[config.mk]
export PLATFORM = sky130hd
export DESIGN_NAME = ccd_channel_divider
export DESIGN_NICKNAME = d
export VERILOG_FILES = /design/src/verilog/ccd_pkg.sv /design/src/verilog/ccd_channel_divider.sv
export SDC_FILE = /design/constraint.sdc
export NUM_CORES = 1
export LEC_CHECK = 0
export BUFFER_PORTS_ARGS = -buffer_cell sky130_fd_sc_hd__buf_2
export CAP_MARGIN = 10
export CORE_ASPECT_RATIO = 2
export CORE_UTILIZATION = 35
export CTS_CLUSTER_DIAMETER = 40
export DETAILED_ROUTE_END_ITERATION = 6
export PLACE_DENSITY = 0.54
export SYNTH_ARGS = -nofsm -noshare
export SYNTH_HDL_FRONTEND = slang
export SYNTH_SLANG_ARGS = --single-unit
[constraint.sdc]
create_clock -name ref_clk -period 1.7 [get_ports ref_clk]
set_clock_uncertainty 0.2 [all_clocks]
set_input_delay 0.255 -clock ref_clk [delete_from_list [all_inputs] [get_ports ref_clk]]
set_output_delay 0.255 -clock ref_clk [all_outputs]
set_load 0.03 [all_outputs]
[src/verilog/ccd_pkg.sv]
/*
  Constants for the channel divider block of groups two and three:
  register offsets, field positions, reset values and the divider states.
  Assumes a 10-bit register index as used by the serial control port.
*/
package ccd_pkg;
  localparam int unsigned CCD_NUM_CH = 2;
  localparam int unsigned CCD_AW = 10;
  localparam int unsigned CCD_DW = 8;

  // register offsets
  localparam logic [9:0] CCD_OFF_DIV2_COUNTS = 10'h196;
  localparam logic [9:0] CCD_OFF_DIV2_CTRL = 10'h197;
  localparam logic [9:0] CCD_OFF_CH2_ROUTE = 10'h198;
  localparam logic [9:0] CCD_OFF_DIV3_COUNTS = 10'h199;
  localparam logic [9:0] CCD_OFF_DIV3_CTRL = 10'h19A;
  localparam logic [9:0] CCD_OFF_CH3_ROUTE = 10'h19B;

  // reset values
  localparam logic [7:0] CCD_RST_DIV2_COUNTS = 8'h11;
  localparam logic [7:0] CCD_RST_DIV3_COUNTS = 8'h00;
  localparam logic [7:0] CCD_RST_CTRL = 8'h00;
  localparam logic [7:0] CCD_RST_ROUTE = 8'h00;

  // cycle count fields
  localparam int unsigned CCD_LOW_MSB = 7;
  localparam int unsigned CCD_LOW_LSB = 4;
  localparam int unsigned CCD_HIGH_MSB = 3;
  localparam int unsigned CCD_HIGH_LSB = 0;

  // control fields
  localparam int unsigned CCD_CTL_BYPASS = 7;
  localparam int unsigned CCD_CTL_IGNORE_ALIGN = 6;
  localparam int unsigned CCD_CTL_FORCE = 5;
  localparam int unsigned CCD_CTL_START_HIGH = 4;
  localparam int unsigned CCD_CTL_PHASE_MSB = 3;
  localparam int unsigned CCD_CTL_PHASE_LSB = 0;

  // power and route fields
  localparam int unsigned CCD_RT_PWRDN = 2;
  localparam int unsigned CCD_RT_DIRECT = 1;
  localparam int unsigned CCD_RT_DUTY_FIX_OFF = 0;
  localparam logic [7:0] CCD_RT_USED_MASK = 8'h07;

  // clock source select codes
  localparam logic [1:0] CCD_SRC_EXT = 2'h0;
  localparam logic [1:0] CCD_SRC_EXT_NODIV = 2'h1;
  localparam logic [1:0] CCD_SRC_OSC = 2'h2;

  typedef enum logic [1:0] {
    CCD_ST_HOLD,
    CCD_ST_DELAY,
    CCD_ST_RUN
  } ccd_state_t;
endpackage : ccd_pkg
[src/verilog/ccd_channel_divider.sv]
/*
  Output channel dividers, routing and power-down for output groups two
  and three, with their register file.
  Assumes: every input synchronous to ref_clk; one ref_clk cycle is one
  divider input cycle; the source select and alignment levels come from
  the surrounding device.
*/
`timescale 1ns/1ps
module ccd_channel_divider (
  input wire logic ref_clk,
  input wire logic reset,
  input wire logic [ccd_pkg::CCD_AW-1:0] reg_addr,
  input wire logic [ccd_pkg::CCD_DW-1:0] reg_wdata,
  input wire logic reg_wr,
  output logic [ccd_pkg::CCD_DW-1:0] reg_rdata,
  input wire logic [1:0] clk_src_sel,
  input wire logic align_req,
  input wire logic dist_clk_in,
  input wire logic osc_clk_in,
  input wire logic ext_clk_in,
  output logic group2_first_output,
  output logic group2_second_output,
  output logic group2_third_output,
  output logic group3_first_output,
  output logic group3_second_output,
  output logic group3_third_output,
  output logic group2_pwrdn,
  output logic group3_pwrdn,
  output logic group2_duty_fix,
  output logic group3_duty_fix
);
  import ccd_pkg::*;

  ////////////////////////////////////////////////////////////////////////////
  // register file

  logic [7:0] counts_q [CCD_NUM_CH];
  logic [7:0] counts_d [CCD_NUM_CH];
  logic [7:0] ctrl_q [CCD_NUM_CH];
  logic [7:0] ctrl_d [CCD_NUM_CH];
  logic [7:0] route_q [CCD_NUM_CH];
  logic [7:0] route_d [CCD_NUM_CH];
  logic [7:0] rdata_q;
  logic [7:0] rdata_d;

  always_comb begin
    for (int i = 0; i < CCD_NUM_CH; i++) begin
      counts_d[i] = counts_q[i];
      ctrl_d[i] = ctrl_q[i];
      route_d[i] = route_q[i];
    end
    if (reg_wr) begin
      unique case (reg_addr)
        CCD_OFF_DIV2_COUNTS: counts_d[0] = reg_wdata;
        CCD_OFF_DIV2_CTRL: ctrl_d[0] = reg_wdata;
        CCD_OFF_CH2_ROUTE: route_d[0] = reg_wdata & CCD_RT_USED_MASK;
        CCD_OFF_DIV3_COUNTS: counts_d[1] = reg_wdata;
        CCD_OFF_DIV3_CTRL: ctrl_d[1] = reg_wdata;
        CCD_OFF_CH3_ROUTE: route_d[1] = reg_wdata & CCD_RT_USED_MASK;
        default: ;
      endcase
    end
    unique case (reg_addr)
      CCD_OFF_DIV2_COUNTS: rdata_d = counts_q[0];
      CCD_OFF_DIV2_CTRL: rdata_d = ctrl_q[0];
      CCD_OFF_CH2_ROUTE: rdata_d = route_q[0];
      CCD_OFF_DIV3_COUNTS: rdata_d = counts_q[1];
      CCD_OFF_DIV3_CTRL: rdata_d = ctrl_q[1];
      CCD_OFF_CH3_ROUTE: rdata_d = route_q[1];
      default: rdata_d = 8'h00;
    endcase
  end

  always_ff @(posedge ref_clk) begin
    if (reset) begin
      counts_q[0] <= CCD_RST_DIV2_COUNTS;
      counts_q[1] <= CCD_RST_DIV3_COUNTS;
      for (int i = 0; i < CCD_NUM_CH; i++) begin
        ctrl_q[i] <= CCD_RST_CTRL;
        route_q[i] <= CCD_RST_ROUTE;
      end
      rdata_q <= 8'h00;
    end else begin
      for (int i = 0; i < CCD_NUM_CH; i++) begin
        counts_q[i] <= counts_d[i];
        ctrl_q[i] <= ctrl_d[i];
        route_q[i] <= route_d[i];
      end
      rdata_q <= rdata_d;
    end
  end

  assign reg_rdata = rdata_q;

  ////////////////////////////////////////////////////////////////////////////
  // dividers and output routing

  ccd_state_t st_q [CCD_NUM_CH];
  ccd_state_t st_d [CCD_NUM_CH];
  logic [3:0] cnt_q [CCD_NUM_CH];
  logic [3:0] cnt_d [CCD_NUM_CH];
  logic div_q [CCD_NUM_CH];
  logic div_d [CCD_NUM_CH];
  logic grp_q [CCD_NUM_CH];
  logic grp_d [CCD_NUM_CH];

  always_comb begin
    logic [3:0] lim;
    logic [3:0] phase;
    logic start;
    logic src;
    lim = 4'h0;
    phase = 4'h0;
    start = 1'b0;
    src = 1'b0;
    for (int i = 0; i < CCD_NUM_CH; i++) begin
      st_d[i] = st_q[i];
      cnt_d[i] = cnt_q[i];
      div_d[i] = div_q[i];
      phase = ctrl_q[i][CCD_CTL_PHASE_MSB:CCD_CTL_PHASE_LSB];
      start = ctrl_q[i][CCD_CTL_START_HIGH];
      if (ctrl_q[i][CCD_CTL_BYPASS]) begin
        // divider stopped, input passed through
        st_d[i] = CCD_ST_HOLD;
        cnt_d[i] = 4'h0;
        div_d[i] = dist_clk_in;
      end else if (align_req && !ctrl_q[i][CCD_CTL_IGNORE_ALIGN]) begin
        // static while aligned; force level, ignore set by software
        st_d[i] = CCD_ST_HOLD;
        cnt_d[i] = 4'h0;
        div_d[i] = ctrl_q[i][CCD_CTL_FORCE] ? start : 1'b0;
      end else begin
        unique case (st_q[i])
          CCD_ST_HOLD: begin
            st_d[i] = CCD_ST_DELAY;
            cnt_d[i] = phase;
            div_d[i] = start;
          end
          CCD_ST_DELAY: begin
            div_d[i] = start;
            if (cnt_q[i] == 4'h0) begin
              st_d[i] = CCD_ST_RUN;
            end else begin
              cnt_d[i] = cnt_q[i] - 4'h1;
            end
          end
          CCD_ST_RUN: begin
            lim = div_q[i] ? counts_q[i][CCD_HIGH_MSB:CCD_HIGH_LSB]
                           : counts_q[i][CCD_LOW_MSB:CCD_LOW_LSB];
            if (cnt_q[i] == lim) begin
              cnt_d[i] = 4'h0;
              div_d[i] = !div_q[i];
            end else begin
              cnt_d[i] = cnt_q[i] + 4'h1;
            end
          end
          default: st_d[i] = CCD_ST_HOLD;
        endcase
      end
      // source 10b oscillator, 00b external clock, 01b and 11b no effect
      src = div_q[i];
      if (route_q[i][CCD_RT_DIRECT]) begin
        if (clk_src_sel == CCD_SRC_OSC) begin
          src = osc_clk_in;
        end else if (clk_src_sel == CCD_SRC_EXT) begin
          src = ext_clk_in;
        end else if (clk_src_sel == CCD_SRC_EXT_NODIV) begin
          src = div_q[i];
        end
      end
      grp_d[i] = route_q[i][CCD_RT_PWRDN] ? 1'b0 : src;
    end
  end

  always_ff @(posedge ref_clk) begin
    if (reset) begin
      for (int i = 0; i < CCD_NUM_CH; i++) begin
        st_q[i] <= CCD_ST_HOLD;
        cnt_q[i] <= 4'h0;
        div_q[i] <= 1'b0;
        grp_q[i] <= 1'b0;
      end
    end else begin
      for (int i = 0; i < CCD_NUM_CH; i++) begin
        st_q[i] <= st_d[i];
        cnt_q[i] <= cnt_d[i];
        div_q[i] <= div_d[i];
        grp_q[i] <= grp_d[i];
      end
    end
  end

  assign group2_first_output = grp_q[0];
  assign group2_second_output = grp_q[0];
  assign group2_third_output = grp_q[0];
  assign group3_first_output = grp_q[1];
  assign group3_second_output = grp_q[1];
  assign group3_third_output = grp_q[1];
  assign group2_pwrdn = route_q[0][CCD_RT_PWRDN];
  assign group3_pwrdn = route_q[1][CCD_RT_PWRDN];
  assign group2_duty_fix = !route_q[0][CCD_RT_DUTY_FIX_OFF];
  assign group3_duty_fix = !route_q[1][CCD_RT_DUTY_FIX_OFF];
endmodule : ccd_channel_divider

# == Word level (Yosys, flattened, before mapping) ==
# Memory sizes are Yosys's and may differ from the RTL's.
# Cells that the tools add are included.
# Widths: inputs -> output; s select.
# op_classes
reduce_logical,15
addsub,4
muxes,65
n_eq_ne,13
bitwise_logic,14
# op_table
cell,count
$mux 8,12
$eq 10x9->1 const B,6
$mux 16,3
$mux 4,12
$pmux 8 s6,1
$pmux 4 s3,2
$mux 1,23
$mux 2,8
$or 1x1->1,14
$pmux 2 s3,2
$add 4x1->4 const B,2
$eq 4x4->1,2
$logic_not 4->1,2
$sub 4x1->4 const B,2
$eq 2x2->1 const B,3
$logic_not 1->1,6
$logic_not 2->1,3
$eq 2x1->1 const B,2
$pmux 1 s2,2
$reduce_or 2->1,2
$logic_and 1x1->1,2
# totals
mem_bits_rw,64
out_inout_bits,18
ff_bits,8
n_memories,7
# mem_list
memory,words,width,rd,rd_clocked_by_memory_dff,wr,line,rtl
counts_q,2,8,2,0,2,ccd_channel_divider.sv:37,logic [7:0] counts_q [CCD_NUM_CH];
ctrl_q,2,8,2,0,2,ccd_channel_divider.sv:39,logic [7:0] ctrl_q [CCD_NUM_CH];
route_q,2,8,2,0,2,ccd_channel_divider.sv:41,logic [7:0] route_q [CCD_NUM_CH];
cnt_q,2,4,2,0,2,ccd_channel_divider.sv:100,logic [3:0] cnt_q [CCD_NUM_CH];
st_q,2,2,2,0,2,ccd_channel_divider.sv:98,ccd_state_t st_q [CCD_NUM_CH];
div_q,2,1,2,0,2,ccd_channel_divider.sv:102,logic div_q [CCD_NUM_CH];
1 more memories,--,--,--,--,--,--,

# == Logic depth before layout (Yosys ltp) ==
# depth
word_depth,7
mapped_depth,8

# == Worst setup path after synthesis ==
# No wires, ideal clock.
# synth_path
path_type,flip-flop to flip-flop
startpoint,mem div_q[0][0]
endpoint,mem cnt_q[0][2]
t_arrival_ns,1.549
path_stages_with_launch,7
synth_period_minus_slack_ns,1.879
setup_slack_ns,-0.179
t_required_ns,1.369
path_cell_list,dfxtp_1 buf_6 mux2i_1 xnor2_1 o41a_1 a2111oi_2 a211oi_1
# synth_rtl
element,line
start: declaration,ccd_channel_divider.sv:102
end: declaration,ccd_channel_divider.sv:100

==> impl_metrics.yaml <==
status:
  outcome: "finished, violations left"
  violations: "design-rule violations, negative setup slack"
detailed_routing:
  drc: 3
  drt_iter0_markers: 105
  via_per_inst: 5.24
  vias: 3059
  wl_per_cell_um: 16.6
  wl_um: 9710
  dr.pass1.iters: 7
  ant_nets: 0
clock_network:
  cts_htree_levels: 3
  cts.path.max_buffers: 2
  cts_hold_buf: 0
  cts_buffers: 9
  root_buffer: "clkbuf_16"
  cts_sinks: 62
  clk_pin_slew_ns: 0.06
  clkLatencyLatePin_ns: 0.34
  cts_tree: "done"
die:
  pin_count: 45
  die_y_um: 140
  core_area_um2: 9320
  die_w_um: 71.2
  initial_core_util_pct: 35.9
  rows: 50
  die_area_um2: 9990
logic_synthesis:
  syn_inst: 380
  ys_warn_count: 0
  ys_ff_latch: 62
  synth_ff_type: "dfxtp_1"
  async_flop_share_pct: 0
  synth_fp_nets: 420
  syn_area_per_cell_um2: 8.81
  yosysSeqAreaShare_pct: 37.1
  synth-edff-count: 0
  syn_area_um2: 3350
  yosysUniqueCellTypes: 44
sta:
  holdWs_ns: 0.00347
  tightest_slew_ns: 0.383
  rsz0062_at_grt: "true"
  post-route-period-util_pct: 115
  fin_tns_setup_ns: -1.63
  hold_viol: 0
  fin_ws_ns: -0.263
  max_slew_margin_pct: 74.5
  drv_slew: 0
  setup_viol: 10
  period_needed_ns: 1.96
  max_freq_mhz: 510
worst_setup_path:
  startpoint: "div_q[0][1]"
  r2r-start: "div_q[0][1]"
  cp.required_ns: 1.72
  crit_fanout: 5
  crit_path_start_kind: "register"
  endpoint_kind: "register"
  worstPathArrival_ns: 1.98
  crit_type: "reg -> reg"
layout:
  drive_above_1_share_pct: 34.2
  n_fill_cell: 894
  fin_nets: 515
  antenna_cells: 0
  final_cells: 584
  syn2layout_area_growth_pct: 35.2
  post-route-util_pct: 48.6
placement:
  hpwl_um: 7770
  routabilityCongestion: 0.793
  dpl.cell_count: 567
  dpl_worst_slack_ns: -0.380
  io_buffer_count: 44
min_path:
  hp-start: "reg_wdata[4]"
  worstHoldPathType: "in -> reg"
flow_run:
  maxCapViolations: 0
pwr:
  vdd_drop_max_v: 0.000511
  p_per_area_nw_per_um2: 853
  p_leak_nw: 1.85
global_route:
  grt_pass1_wl_um: 15400
  grt-ovfl-total: 0
  gr-usage-met2_pct: 39.6
  grt_use_total_pct: 20.5
  gr-usage-met1_pct: 18.9
  use_met3_pct: 4.17
  grt-busiest-layer: "met2"
  antenna_found_initial: 0
  grt_max_degree: 18
  grt_pass1_vias: 3180
cell families after synthesis:
kind of cell	share of synthesized area (%)
fa+ha+maj	4.86
buf+inv	6.54
xor+xnor	3.92
simple gates	18.1
compound gates	14.0
mux	15.5
flops	37.1
stage by stage:
| stage | cell area (um2) | total power [mW] |
|---|---|---|
| after floorplan | 3410 | 1.73 |
| after global placement | 4140 | 1.89 |
| after detailed placement | 4140 | 1.90 |
| after CTS | 4500 | 3.89 |
| after global routing | 4530 | 3.99 |
| final | 4530 | 3.86 |
routing by layer:
layer | vias to the layer above | wire [um]
met4 | 0 | 378
li1 | 1521 | -
met3 | 30 | 322
met2 | 62 | 5630
met1 | 1446 | 3380
met5 | - | 0
cell type report:
class	instances	area [um2]	area share, %
Timing Repair Buffer	114	783	17.3
Inverter	18	67.6	1.49
Clock inverter	7	97.6	2.16
Multi-Input combinational cell	270	1970	43.6
Sequential cell	62	1250	27.6
Tap cell	104	130	2.87
Clock buffer	9	225	4.97
cell usage after synthesis, types with 8 or more instances:
cell,n,area [um2]
xnor2_1,11,96.3
a22oi_1,9,67.6
clkbuf_1,16,60.1
nor2b_1,8,50.1
dfxtp_1,62,1240
ha_1,13,163
nand2_1,29,109
a21oi_1,25,125
inv_1,18,67.6
mux2_2,9,101
mux2i_1,35,350
nand3_1,25,125
nor2_1,40,150
state kept, by name, indices dropped and copies added, names as in the netlist:
| register | count |
|---|---|
| div_q | 2 |
| grp_q | 2 |
| reg_rdata | 8 |
| ctrl_q | 16 |
| route_q | 6 |
| cnt_q | 8 |
| counts_q | 16 |
| st_q | 4 |
cell usage in the layout (no fill, tap or decap), drive strengths merged, types with 5 or more instances in the layout:
cell	synthesis	layout
a211oi	5	5
a21oi	25	25
a22o	5	5
a22oi	9	9
buf	14	114
clkbuf	16	9
dfxtp	62	62
ha	13	13
inv	18	19
mux2	9	9
mux2i	35	35
nand2	30	30
nand3	25	25
nor2	40	40
nor2b	8	8
nor3	5	5
o21ai	8	8
xnor2	11	11
critical path, cell delays in order (launching register included):
cell and delay [ns]:
dfxtp_4 0.39, mux2i_2 0.24, xnor2_1 0.09, o41a_1 0.55, a221oi_2 0.30, a211oi_1 0.08
power by group:
part	internal (mW)	switching (mW)	total, mW
clock network	1.29	0.698	1.98
registers	1.46	0.0139	1.48
logic	0.180	0.218	0.398
worst paths after layout:
| kind | end | cells after the start | slack, ns |
|---|---|---|---|
| min | counts_q[0][4] | 2 | 0.003 |
| max reg2reg | cnt_q[0][6] | 5 | -0.26 |
| max | cnt_q[0][6] | 5 | -0.26 |
| min reg2reg | ctrl_q[0][13] | 2 | 0.28 |
repair_timing:
action | CTS | global route
hold endpoints to repair | 0 | 0
pin swaps | 2 | 2
endpoints found under the setup margin | 13 | 13
setup buffers | 1 | 0
resized for setup | 9 | 8
Power figures use the tool's default switching activity.
